File: config.mk
export PLATFORM = sky130hd
export DESIGN_NAME = psl_led_driver
export DESIGN_NICKNAME = d
export VERILOG_FILES = /design/src/verilog/psl_pkg.sv /design/src/verilog/psl_led_driver.sv /design/src/verilog/psl_pattern.sv
export SDC_FILE = /design/constraint.sdc
export NUM_CORES = 1
export LEC_CHECK = 0
export ABC_AREA = 1
export BUFFER_PORTS_ARGS = -buffer_cell sky130_fd_sc_hd__buf_4
export CAP_MARGIN = 20
export CORE_MARGIN = 2
export CORE_UTILIZATION = 60
export DETAILED_ROUTE_END_ITERATION = 16
export GPL_TIMING_DRIVEN = 0
export PLACE_DENSITY = 0.95
export SETUP_SLACK_MARGIN = 0.3
export SYNTH_ARGS = -nofsm -noshare
export SYNTH_HDL_FRONTEND = slang
export SYNTH_SLANG_ARGS = --single-unit
File: constraint.sdc
create_clock -name clk -period 6.4 [get_ports clk]
set_input_delay 0.64 -clock clk [delete_from_list [all_inputs] [get_ports clk]]
set_output_delay 0.64 -clock clk [all_outputs]
set_load 0.01 [all_outputs]
File: src/verilog/psl_pkg.sv
// constants, types and register map of the protocol status led driver
package psl_pkg;

  // ----------------------------------------------------------------
  // timebase
  // ----------------------------------------------------------------
  localparam int CLK_NS = 10;
  localparam int MS_NS  = 1000000;
  localparam int MS_CYC = MS_NS / CLK_NS;

  localparam int BLINK_MS   = 200;
  localparam int FLICK_MS   = 50;
  localparam int FLASH_MS   = 200;
  localparam int GAP_MS     = 1000;
  localparam int HZ1_HALF_MS = 500;
  localparam int HZ5_HALF_MS = 100;
  localparam int HZ2_PER_MS = 500;
  localparam int HZ2_ON_MS  = 125;
  localparam int PAT_CNT_W  = 11;

  // ----------------------------------------------------------------
  // register map
  // ----------------------------------------------------------------
  localparam logic [7:0] OFF_CTRL = 8'h00;
  localparam logic [7:0] OFF_TCP  = 8'h04;
  localparam logic [7:0] OFF_NODE = 8'h08;
  localparam logic [7:0] OFF_LED  = 8'h0C;

  localparam int CTRL_PERS_BIT  = 0;
  localparam int TCP_STATE_LSB  = 0;
  localparam int TCP_SYSERR_BIT = 2;
  localparam int TCP_COMERR_BIT = 3;
  localparam int NODE_STATE_LSB = 0;
  localparam int NODE_ERR_BIT   = 3;
  localparam int REG_W          = 4;

  localparam logic [REG_W-1:0] CTRL_RST = 4'h0;
  localparam logic [REG_W-1:0] TCP_RST  = 4'h0;
  localparam logic [REG_W-1:0] NODE_RST = 4'h0;

  localparam logic [1:0] RESP_OKAY   = 2'h0;
  localparam logic [1:0] RESP_SLVERR = 2'h2;

  // ----------------------------------------------------------------
  // types
  // ----------------------------------------------------------------
  typedef enum logic [3:0] {
    PAT_OFF, PAT_ON, PAT_BLINK, PAT_FLICKER, PAT_SINGLE,
    PAT_DOUBLE, PAT_TRIPLE, PAT_HZ1, PAT_HZ5, PAT_HZ2Q
  } psl_pat_e;

  typedef enum logic [1:0] {
    TCP_NOT_READY, TCP_UNCONFIGURED, TCP_WAITING, TCP_CONNECTED
  } psl_tcp_e;

  typedef enum logic [2:0] {
    NODE_INIT, NODE_BASIC_ETH, NODE_PREOP1, NODE_PREOP2,
    NODE_READY, NODE_OPERATIONAL, NODE_STOPPED, NODE_UNUSED
  } psl_node_e;

  typedef struct packed {
    logic       comRed;
    logic       comGreen;
    logic [1:0] link;
    logic [1:0] activity;
  } psl_leds_s;

endpackage
File: src/verilog/psl_led_driver.sv
// status led driver top with axi4-lite register access
//
// The implementer's own choices: the register addresses and the AXI4-Lite interface to the registers.
`timescale 1ns/1ns
module psl_led_driver #(
  parameter int MS_CYCLES = psl_pkg::MS_CYC,
  parameter int ADDR_W    = 8
) (
  input  wire logic              clk,
  input  wire logic              rstn,
  input  wire logic              ce,
  input  wire logic [1:0]        linkUp,
  input  wire logic [1:0]        frameAct,
  input  wire logic [ADDR_W-1:0] s_axi_awaddr,
  input  wire logic [2:0]        s_axi_awprot,
  input  wire logic              s_axi_awvalid,
  output logic                   s_axi_awready,
  input  wire logic [31:0]       s_axi_wdata,
  input  wire logic [3:0]        s_axi_wstrb,
  input  wire logic              s_axi_wvalid,
  output logic                   s_axi_wready,
  output logic [1:0]             s_axi_bresp,
  output logic                   s_axi_bvalid,
  input  wire logic              s_axi_bready,
  input  wire logic [ADDR_W-1:0] s_axi_araddr,
  input  wire logic [2:0]        s_axi_arprot,
  input  wire logic              s_axi_arvalid,
  output logic                   s_axi_arready,
  output logic [31:0]            s_axi_rdata,
  output logic [1:0]             s_axi_rresp,
  output logic                   s_axi_rvalid,
  input  wire logic              s_axi_rready,
  output psl_pkg::psl_leds_s     leds
);
  import psl_pkg::*;

  localparam int TICK_W = $clog2(MS_CYCLES + 1);

  // ----------------------------------------------------------------
  // declarations
  // ----------------------------------------------------------------
  logic [REG_W-1:0]  ctrlReg;
  logic [REG_W-1:0]  tcpReg;
  logic [REG_W-1:0]  nodeReg;
  logic [TICK_W-1:0] tickCnt;
  logic              msTick;
  logic              awHeld;
  logic              wHeld;
  logic [ADDR_W-1:0] awAddr;
  logic [31:0]       wData;
  logic [3:0]        wStrb;
  logic              comLit;
  logic              actLit;
  psl_pat_e          comPat;
  psl_pat_e          greenPat;
  psl_pat_e          redPat;
  psl_pat_e          nodePat;
  psl_leds_s         next_leds;

  // ----------------------------------------------------------------
  // helpers
  // ----------------------------------------------------------------
  function automatic logic [REG_W-1:0] applyStrb(input logic [REG_W-1:0] old,
                                                  input logic [31:0] d,
                                                  input logic [3:0] s);
    applyStrb = s[0] ? d[REG_W-1:0] : old;
  endfunction

  function automatic logic isReg(input logic [ADDR_W-1:0] a);
    isReg = (a[7:0] == OFF_CTRL) || (a[7:0] == OFF_TCP) ||
            (a[7:0] == OFF_NODE) || (a[7:0] == OFF_LED);
  endfunction

  // ----------------------------------------------------------------
  // millisecond timebase
  // ----------------------------------------------------------------
  always_ff @(posedge clk or negedge rstn) begin
    if (!rstn) begin
      tickCnt <= '0;
      msTick  <= 1'b0;
    end else if (ce) begin
      msTick  <= (tickCnt == TICK_W'(MS_CYCLES - 1));
      tickCnt <= (tickCnt == TICK_W'(MS_CYCLES - 1)) ? '0 : tickCnt + TICK_W'(1);
    end
  end

  // ----------------------------------------------------------------
  // axi4-lite write channel
  // ----------------------------------------------------------------
  wire awTake  = s_axi_awvalid && s_axi_awready;
  wire wTake   = s_axi_wvalid && s_axi_wready;
  wire doWrite = awHeld && wHeld && !s_axi_bvalid;
  wire wrHit   = isReg(awAddr);
  wire wrRO    = (awAddr[7:0] == OFF_LED);

  assign s_axi_awready = ce && !awHeld && !s_axi_bvalid;
  assign s_axi_wready  = ce && !wHeld && !s_axi_bvalid;

  always_ff @(posedge clk or negedge rstn) begin
    if (!rstn) begin
      awHeld       <= 1'b0;
      wHeld        <= 1'b0;
      awAddr       <= '0;
      wData        <= '0;
      wStrb        <= '0;
      s_axi_bvalid <= 1'b0;
      s_axi_bresp  <= RESP_OKAY;
    end else if (ce) begin
      if (awTake) begin
        awHeld <= 1'b1;
        awAddr <= s_axi_awaddr;
      end
      if (wTake) begin
        wHeld <= 1'b1;
        wData <= s_axi_wdata;
        wStrb <= s_axi_wstrb;
      end
      if (doWrite) begin
        awHeld       <= 1'b0;
        wHeld        <= 1'b0;
        s_axi_bvalid <= 1'b1;
        s_axi_bresp  <= (wrHit && !wrRO) ? RESP_OKAY : RESP_SLVERR;
      end else if (s_axi_bvalid && s_axi_bready) begin
        s_axi_bvalid <= 1'b0;
      end
    end
  end

  // ----------------------------------------------------------------
  // registers
  // ----------------------------------------------------------------
  always_ff @(posedge clk or negedge rstn) begin
    if (!rstn) begin
      ctrlReg <= CTRL_RST;
      tcpReg  <= TCP_RST;
      nodeReg <= NODE_RST;
    end else if (ce && doWrite) begin
      if (awAddr[7:0] == OFF_CTRL) begin
        ctrlReg <= applyStrb(ctrlReg, wData, wStrb);
      end
      if (awAddr[7:0] == OFF_TCP) begin
        tcpReg <= applyStrb(tcpReg, wData, wStrb);
      end
      if (awAddr[7:0] == OFF_NODE) begin
        nodeReg <= applyStrb(nodeReg, wData, wStrb);
      end
    end
  end

  // ----------------------------------------------------------------
  // axi4-lite read channel
  // ----------------------------------------------------------------
  wire [ADDR_W-1:0] rdA = s_axi_araddr;
  wire [31:0] rdMux =
    (rdA[7:0] == OFF_CTRL) ? {28'h0000000, ctrlReg} :
    (rdA[7:0] == OFF_TCP)  ? {28'h0000000, tcpReg} :
    (rdA[7:0] == OFF_NODE) ? {28'h0000000, nodeReg} :
    (rdA[7:0] == OFF_LED)  ? {26'h0, leds} : 32'h00000000;

  assign s_axi_arready = ce && !s_axi_rvalid;

  always_ff @(posedge clk or negedge rstn) begin
    if (!rstn) begin
      s_axi_rvalid <= 1'b0;
      s_axi_rdata  <= 32'h00000000;
      s_axi_rresp  <= RESP_OKAY;
    end else if (ce) begin
      if (s_axi_arvalid && s_axi_arready) begin
        s_axi_rvalid <= 1'b1;
        s_axi_rdata  <= rdMux;
        s_axi_rresp  <= isReg(rdA) ? RESP_OKAY : RESP_SLVERR;
      end else if (s_axi_rvalid && s_axi_rready) begin
        s_axi_rvalid <= 1'b0;
      end
    end
  end

  // ----------------------------------------------------------------
  // status decode
  // ----------------------------------------------------------------
  wire       nodeMode = ctrlReg[CTRL_PERS_BIT];
  wire [1:0] tcpState = tcpReg[TCP_STATE_LSB +: 2];
  wire       sysErr   = tcpReg[TCP_SYSERR_BIT];
  wire       comErr   = tcpReg[TCP_COMERR_BIT];
  wire [2:0] nodeSt   = nodeReg[NODE_STATE_LSB +: 3];
  wire       nodeErr  = nodeReg[NODE_ERR_BIT];
  wire       redOwns  = sysErr || comErr;
  wire       altPat   = (comPat == PAT_BLINK) || (comPat == PAT_FLICKER);

  always_comb begin
    unique case (psl_tcp_e'(tcpState))
      TCP_NOT_READY:    greenPat = PAT_OFF;
      TCP_UNCONFIGURED: greenPat = PAT_HZ1;
      TCP_WAITING:      greenPat = PAT_HZ5;
      TCP_CONNECTED:    greenPat = PAT_ON;
    endcase
  end

  assign redPat = sysErr ? PAT_HZ2Q : PAT_ON;

  always_comb begin
    unique case (psl_node_e'(nodeSt))
      NODE_INIT:        nodePat = PAT_OFF;
      NODE_BASIC_ETH:   nodePat = PAT_FLICKER;
      NODE_PREOP1:      nodePat = PAT_SINGLE;
      NODE_PREOP2:      nodePat = PAT_DOUBLE;
      NODE_READY:       nodePat = PAT_TRIPLE;
      NODE_OPERATIONAL: nodePat = PAT_ON;
      NODE_STOPPED:     nodePat = PAT_BLINK;
      NODE_UNUSED:      nodePat = PAT_OFF;
    endcase
  end

  assign comPat = nodeMode ? nodePat : (redOwns ? redPat : greenPat);

  // ----------------------------------------------------------------
  // waveform generators
  // ----------------------------------------------------------------
  psl_pattern uComPattern (
    .clk    (clk),
    .rstn   (rstn),
    .ce     (ce),
    .msTick (msTick),
    .pat    (comPat),
    .lit    (comLit)
  );

  psl_pattern uActPattern (
    .clk    (clk),
    .rstn   (rstn),
    .ce     (ce),
    .msTick (msTick),
    .pat    (PAT_FLICKER),
    .lit    (actLit)
  );

  // ----------------------------------------------------------------
  // led mapping
  // ----------------------------------------------------------------
  always_comb begin
    if (nodeMode) begin
      next_leds.comGreen = comLit;
      next_leds.comRed   = nodeErr || (altPat && !comLit);
      for (int c = 0; c < 2; c++) begin
        next_leds.link[c] = linkUp[c] && (!frameAct[c] || actLit);
      end
      next_leds.activity = 2'b00;
    end else begin
      next_leds.comGreen = !redOwns && comLit;
      next_leds.comRed   = redOwns && comLit;
      next_leds.link     = linkUp;
      next_leds.activity = frameAct & {2{actLit}};
    end
  end

  always_ff @(posedge clk or negedge rstn) begin
    if (!rstn) begin
      leds <= '0;
    end else if (ce) begin
      leds <= next_leds;
    end
  end

endmodule

File: src/verilog/psl_pattern.sv
// millisecond-stepped indicator waveform generator
`timescale 1ns/1ns
module psl_pattern (
  input  wire logic             clk,
  input  wire logic             rstn,
  input  wire logic             ce,
  input  wire logic             msTick,
  input  wire psl_pkg::psl_pat_e pat,
  output logic                  lit
);
  import psl_pkg::*;

  logic [PAT_CNT_W-1:0] msCnt;
  psl_pat_e             lastPat;

  // ----------------------------------------------------------------
  // waveform tables
  // ----------------------------------------------------------------
  function automatic logic [PAT_CNT_W-1:0] periodMs(input psl_pat_e p);
    unique case (p)
      PAT_BLINK:   periodMs = PAT_CNT_W'(2 * BLINK_MS);
      PAT_FLICKER: periodMs = PAT_CNT_W'(2 * FLICK_MS);
      PAT_SINGLE:  periodMs = PAT_CNT_W'(FLASH_MS + GAP_MS);
      PAT_DOUBLE:  periodMs = PAT_CNT_W'(3 * FLASH_MS + GAP_MS);
      PAT_TRIPLE:  periodMs = PAT_CNT_W'(5 * FLASH_MS + GAP_MS);
      PAT_HZ1:     periodMs = PAT_CNT_W'(2 * HZ1_HALF_MS);
      PAT_HZ5:     periodMs = PAT_CNT_W'(2 * HZ5_HALF_MS);
      PAT_HZ2Q:    periodMs = PAT_CNT_W'(HZ2_PER_MS);
      default:     periodMs = PAT_CNT_W'(1);
    endcase
  endfunction

  function automatic logic flashLit(input logic [PAT_CNT_W-1:0] t, input int n);
    flashLit = 1'b0;
    for (int i = 0; i < n; i++) begin
      if (t >= PAT_CNT_W'(2 * i * FLASH_MS) && t < PAT_CNT_W'((2 * i + 1) * FLASH_MS)) begin
        flashLit = 1'b1;
      end
    end
  endfunction

  // ----------------------------------------------------------------
  // phase counter, restarts when the pattern changes
  // ----------------------------------------------------------------
  wire patChanged = (pat != lastPat);
  wire lastMs     = (msCnt >= periodMs(pat) - PAT_CNT_W'(1));

  always_ff @(posedge clk or negedge rstn) begin
    if (!rstn) begin
      msCnt   <= '0;
      lastPat <= PAT_OFF;
    end else if (ce) begin
      lastPat <= pat;
      if (patChanged) begin
        msCnt <= '0;
      end else if (msTick) begin
        msCnt <= lastMs ? '0 : msCnt + PAT_CNT_W'(1);
      end
    end
  end

  // ----------------------------------------------------------------
  // on/off decode
  // ----------------------------------------------------------------
  always_comb begin
    unique case (pat)
      PAT_OFF:     lit = 1'b0;
      PAT_ON:      lit = 1'b1;
      PAT_BLINK:   lit = (msCnt < PAT_CNT_W'(BLINK_MS));
      PAT_FLICKER: lit = (msCnt < PAT_CNT_W'(FLICK_MS));
      PAT_SINGLE:  lit = flashLit(msCnt, 1);
      PAT_DOUBLE:  lit = flashLit(msCnt, 2);
      PAT_TRIPLE:  lit = flashLit(msCnt, 3);
      PAT_HZ1:     lit = (msCnt < PAT_CNT_W'(HZ1_HALF_MS));
      PAT_HZ5:     lit = (msCnt < PAT_CNT_W'(HZ5_HALF_MS));
      PAT_HZ2Q:    lit = (msCnt < PAT_CNT_W'(HZ2_ON_MS));
      default:     lit = 1'b0;
    endcase
  end

endmodule

==> impl_metrics.json, run 1 <==
{
  "status": "complete, no violations",
  "stdcell_count": 922,
  "setup.worst_path.end_class": "flip-flop",
  "min_path_type": "input port to asynchronous set/reset pin",
  "n_antenna_cell": 0,
  "ios": 117,
  "insertion_delay_ns": 0.37,
  "setup_viol": 0,
  "start_kind": "flip-flop",
  "grt_pass1_wl_um": 21800,
  "slew_violations": 0,
  "post_cts_resized": 0,
  "preCtsSetupSlack_ns": 2.48,
  "cp-startpoint": "ctrlReg[0]",
  "setup.worst_path.end": "uComPattern.msCnt[8]",
  "synth-main-ff-cell": "dfrtp_1",
  "drt-wirelength-per-cell_um": 13.9,
  "rows": 34,
  "tritoncts": "yes",
  "regToRegStartpoint": "ctrlReg[0]",
  "multiInputGateArea_um2": 2710,
  "fin_tns_setup_ns": 0,
  "seqCellArea_um2": 2200,
  "start_util_pct": 62.1,
  "yosysWarnings": 0,
  "rr_worst_depth": 22,
  "ant_nets": 0,
  "postCtsSetupRepairBufs": 0,
  "synth-edff-count": 0,
  "grt_max_degree": 89,
  "setup.worst_path.class": "flip-flop to flip-flop",
  "gp_congestion": 0.905,
  "hold_slack_ns": 0.100,
  "placed_cell_area_um2": 6060,
  "min_period_over_period_pct": 62.8,
  "synth_area_um2": 5440,
  "clkTransAtPathRegs_ns": 0.11,
  "power_density_nw_per_um2": 329,
  "drt-vias-per-instance": 5.47,
  "slew_headroom_pct": 44.7,
  "synth_area_per_cell_um2": 7.56,
  "clk_root_buffer_cell": "clkbuf_8",
  "syn_inst": 719,
  "layout_commonest_cell": "nand2_1",
  "numCtsBuffers": 9,
  "io_buffers": 51,
  "die_area_um2": 9840,
  "yosysUniqueCellTypes": 44,
  "r2r-end": "uComPattern.msCnt[8]",
  "area_growth_pct": 15.5,
  "wl_um": 12800,
  "ys_seq_elements": 88,
  "setup_ws_ns": 2.38,
  "final_util_pct": 71.7,
  "clock-sinks": 88,
  "remaining_drc_errors": 0,
  "die-width_um": 99.2,
  "finish.instance_area_um2": 6280,
  "min_period_ns": 4.02,
  "arrival_ns": 4.31,
  "nNetsFinal": 900,
  "worst_slew_pin_slew_ns": 0.822,
  "grt_pass1_vias": 4808,
  "power_mw": 2.06,
  "peakVddDrop_v": 0.000238,
  "p_leak_nw": 3.23,
  "dp.final_hpwl_um": 9770,
  "cts.path.max_buffers": 2,
  "fin_skew_ns": 0.0252,
  "holdBufCountCts": 0,
  "overflow": 0,
  "fmax_mhz": 249,
  "dp_cells": 905,
  "final_hold_viol_count": 0,
  "fillers": 699,
  "cap_violations": 0,
  "reg2reg_slack_ns": 2.38,
  "vias": 5040,
  "synthArstFlopShare_pct": 100,
  "dr.pass1.iters": 5,
  "core_um2": 8760,
  "critPathMaxFanout": 10,
  "rsz0062_at_grt": "false",
  "final_layout_size_suffix_gt1_share_pct": 14.7,
  "layout_common_cells": "157 x nand2_1, 94 x inv_1, 93 x nor2_1",
  "ctsHtreeMaxLevel": 3,
  "track_usage_pct": 26.8,
  "die_y_um": 99.2,
  "yosysSeqAreaShare_pct": 40.5,
  "drtIter0Drc": 265,
  "cp.required_ns": 6.69,
  "antenna_found_initial": 0
}
-- flip-flops by register name (all words and copies together) (netlist names), 6 cells and up --
name,cells
uComPattern.msCnt,11
s_axi_rdata,6
uActPattern.msCnt,11
awAddr,8
tickCnt,17
leds,6
-- logic make-up (layout without fill, tap and decap cells) --
logic type	after synthesis	count (layout)	synth area share, %
simple gates	342	342	27.4
buf+inv	137	205	11.5
compound gates	104	104	11.2
flops	88	88	40.5
fa+ha+maj	21	21	4.83
xor+xnor	19	19	3.06
mux	7	7	1.45
other cells	1	28	0.0689
-- per-layer routing --
layer | up-vias | wire length (um) | GRT usage [%]
met4 | 0 | 195 | 6.01
li1 | 2462 | - | -
met2 | 215 | 6290 | 46.0
met3 | 24 | 876 | 4.71
met1 | 2339 | 5460 | 35.7
met5 | - | 0 | 0
-- synth_stat cells, types with 7 or more instances --
| master | instances | area, um2 |
|---|---|---|
| nand2_1 | 157 | 589 |
| inv_1 | 94 | 353 |
| nor2_1 | 93 | 349 |
| dfrtp_1 | 88 | 2200 |
| o21ai_0 | 51 | 255 |
| nand3_1 | 34 | 170 |
| buf_4 | 28 | 210 |
| a21oi_1 | 23 | 115 |
| ha_1 | 21 | 263 |
| nand4_1 | 18 | 113 |
| nor3_1 | 17 | 85.1 |
| xor2_1 | 15 | 131 |
| nor4_1 | 10 | 62.6 |
| clkbuf_1 | 9 | 33.8 |
| mux2_2 | 7 | 78.8 |
-- how the worst min path moves through the flow --
| stage | from | to | slack [ns] |
|---|---|---|---|
| detailed placement | s_axi_rdata[0] | s_axi_rdata[0] | 0.47 |
| global route | rstn | wStrb[0] | 0.09 |
| global placement | s_axi_rdata[0] | s_axi_rdata[0] | 0.47 |
| finish | rstn | wStrb[0] | 0.10 |
| CTS | s_axi_awaddr[1] | awAddr[1] | 0.49 |
| floorplan | rstn | awAddr[0] | 0.34 |
-- power breakdown --
part	switching (mW)	leakage [nW]	total, mW	internal [mW]
combinational	0.584	2.00	0.917	0.334
sequential	0.102	1.13	0.771	0.668
clock	0.223	0.0959	0.376	0.153
total	0.909	3.23	2.06	1.15
-- area by class of cell --
cell class | instances | area share [%]
clock inverter | 7 | 1.12
clock buffer | 9 | 1.97
inverter | 97 | 5.84
multi-input combinational | 521 | 43.2
timing repair buffer | 52 | 6.54
buffer | 40 | 4.12
sequential | 88 | 35.1
tap | 108 | 2.15
-- critical path, cell delays in order (launching register included) --
cell	delay, ns
dfrtp_1	0.55
inv_4	0.12
a21oi_4	0.14
nand2_1	0.06
nand2_1	0.17
inv_1	0.13
ha_1	0.24
inv_1	0.14
nor2_1	0.07
a211oi_2	0.23
nand3_1	0.11
nor2_1	0.19
nand2_1	0.10
xor2_1	0.15
ha_1	0.32
a21oi_1	0.15
nor2_1	0.06
a211oi_1	0.22
nand4_1	0.16
clkbuf_1	0.26
nor3_1	0.18
nand2_1	0.06
o21ai_0	0.15
No activity file was read; power rests on OpenSTA's default activity.
==> run 2, diff against run 1 <==
Settings changed: CORE_UTILIZATION 60 to 55, PLACE_DENSITY 0.95 to 0.88.
Clock period 6.4 ns to 4.12 ns, I/O delays scaled along.
==> run 2 against run 1 <==
Fmax is 11% higher. Combinational power is 83% higher. Core utilization fell by 4.8 points. Sequential power rose by 54%. Worst setup slack got worse by 1.9 ns. Critical path depth unchanged.
==> impl_metrics.json, run 2 (synthesis gave the netlist of run 1 again) <==
{
  "rows": 36,
  "track_usage_pct": 22.4,
  "power_density_nw_per_um2": 528,
  "min_period_over_period_pct": 87.9,
  "clk_root_buffer_cell": "clkbuf_8",
  "worstHoldStart": "s_axi_awaddr[4]",
  "peakVddDrop_v": 0.000360,
  "slew_headroom_pct": 42.3,
  "start_kind": "flip-flop",
  "layout_common_cells": "154 x nand2_1, 95 x buf_4, 92 x nor2_1",
  "cp-startpoint": "tcpReg[2]",
  "whs_path_depth": 2,
  "die_area_um2": 10700,
  "wl_um": 12300,
  "slew_violations": 0,
  "vias": 4969,
  "layout_commonest_cell": "nand2_1",
  "min_period_ns": 3.62,
  "antenna_found_initial": 0,
  "core_um2": 9680,
  "die-width_um": 103,
  "fin_skew_ns": 0.0120,
  "crit_buf_inv": 3,
  "die_y_um": 103,
  "ant_nets": 0,
  "drt-wirelength-per-cell_um": 12.7,
  "n_antenna_cell": 0,
  "largest_register": "tickCnt",
  "reg2reg_slack_ns": 0.50,
  "drtIter0Drc": 345,
  "nNetsFinal": 918,
  "cap_violations": 0,
  "fin_tns_setup_ns": 0,
  "ios": 117,
  "start_util_pct": 56.2,
  "rr_worst_depth": 22,
  "area_growth_pct": 19.1,
  "critPathMaxFanout": 5,
  "grt_max_degree": 89,
  "r2r-end": "uComPattern.msCnt[5]",
  "path_depth": 22,
  "fmax_mhz": 276,
  "final_util_pct": 66.9,
  "rsz0062_at_grt": "false",
  "numCtsBuffers": 9,
  "path_common_cell": "nand2_1",
  "final_layout_size_suffix_gt1_share_pct": 18.5,
  "final_hold_viol_count": 0,
  "path_cells": "nor2_4, nand2_1, nand2_1, nand2_2, buf_4, ha_1, nand2_1, o211ai_1, nor2_1, inv_1, nor2_2, nand2_1, xor2_1, ha_1, a21oi_2, nor2_1, a211oi_1, nand4_1, buf_2, nor2_1, nand2_1, o21ai_0",
  "grt_pass1_wl_um": 19200,
  "p_leak_nw": 3.32,
  "regToRegStartpoint": "tcpReg[2]",
  "setup.worst_path.end": "uComPattern.msCnt[5]",
  "grt_pass1_vias": 4361,
  "setup.worst_path.class": "flip-flop to flip-flop",
  "status": "complete, no violations",
  "cp.required_ns": 4.39,
  "remaining_drc_errors": 0,
  "setup_viol": 0,
  "min_path_type": "input port to flip-flop",
  "cts.path.max_buffers": 2,
  "dr.pass1.iters": 6,
  "critPathTopFamily": "simple AND/OR/NAND/NOR gates",
  "drt-vias-per-instance": 5.15,
  "insertion_delay_ns": 0.36,
  "tritoncts": "yes",
  "worst_slew_pin_slew_ns": 0.857,
  "clock-sinks": 88,
  "ctsHtreeMaxLevel": 3,
  "critical_path.max_stage_delay_ns": 0.46,
  "setup.worst_path.end_class": "flip-flop",
  "dp.final_hpwl_um": 8880,
  "arrival_ns": 3.89,
  "reg_top3": "tickCnt (17), uActPattern.msCnt (11), uComPattern.msCnt (11)",
  "clkTransAtPathRegs_ns": 0.09,
  "gp_congestion": 0.928,
  "io_buffers": 51,
  "overflow": 0,
  "largest_register_ffs": 17,
  "cp_slowest_cell": "dfrtp_1"
}
## run 2: cell types whose count changed in the layout (fill, tap and decap cells not counted), sizes merged
cell	delta
dlygate4sd3	+1
buf	+18
clkinvlp	-1
clkinv	+1
inv	-1
## run 2: power breakdown
part,total (mW),internal [mW],leakage (nW),switching (mW)
logic,1.68,0.712,2.10,0.971
clock network,0.549,0.228,0.0920,0.321
registers,1.19,1.04,1.13,0.152
## run 2: how the worst min path moves through the flow
stage,endpoint
after floorplan,awAddr[0]
after global placement,s_axi_rdata[1]
after detailed placement,s_axi_rdata[0]
after CTS,awAddr[4]
after global routing,awAddr[0]
final,awAddr[4]
## run 2: through the flow
step / hold slack, ns / instances / instance area, um2 / power [mW] / setup WS (ns)
after floorplan: 0.116 / 746 / 5540 / 2.21 / 0.817
after global placement: 0.468 / 930 / 6090 / 2.54 / 0.247
after detailed placement: 0.468 / 930 / 6090 / 2.59 / 0.199
after CTS: 0.274 / 948 / 6290 / 3.18 / 0.325
after global routing: 0.273 / 965 / 6480 / 3.69 / 0.243
final: 0.283 / 965 / 6480 / 3.42 / 0.500
## run 2: final cells by class
class / count / area (um2)
tap: 133 / 166
timing repair buffer: 70 / 546
fill: 786 / 3210
clock inverter: 6 / 48.8
clock buffer: 10 / 128
sequential: 88 / 2200
multi-input combinational: 521 / 2750
buffer: 40 / 267
inverter: 97 / 367
## run 2: what timing repair did
action,4_1_cts,5_1_grt
gates cloned,0,1
gates resized for setup,4,22
pin swaps,0,11
hold endpoints to repair,0,10
setup endpoints to repair,10,11
setup buffers,2,14
hold buffers,0,1
## run 2: metal layers
metal	part of all wire, %	wire length, um	track usage, %
met1	44	5430	31.3
met2	48	5910	36.1
met3	5.6	682	4.17
met4	1.9	238	6.38
met5	0	0	0
## run 2: worst register-to-register path, delay by kind of cell (launching register included)
| family | cells | cell delay, ns |
|---|---|---|
| AOI/OAI and AO/OA | 4 | 0.63 |
| adders and majority gates | 2 | 0.54 |
| xor gates and xnor gates | 1 | 0.17 |
| DFF | 1 | 0.46 |
| buffers and inverters | 3 | 0.42 |
| and+or+nand+nor | 12 | 1.31 |
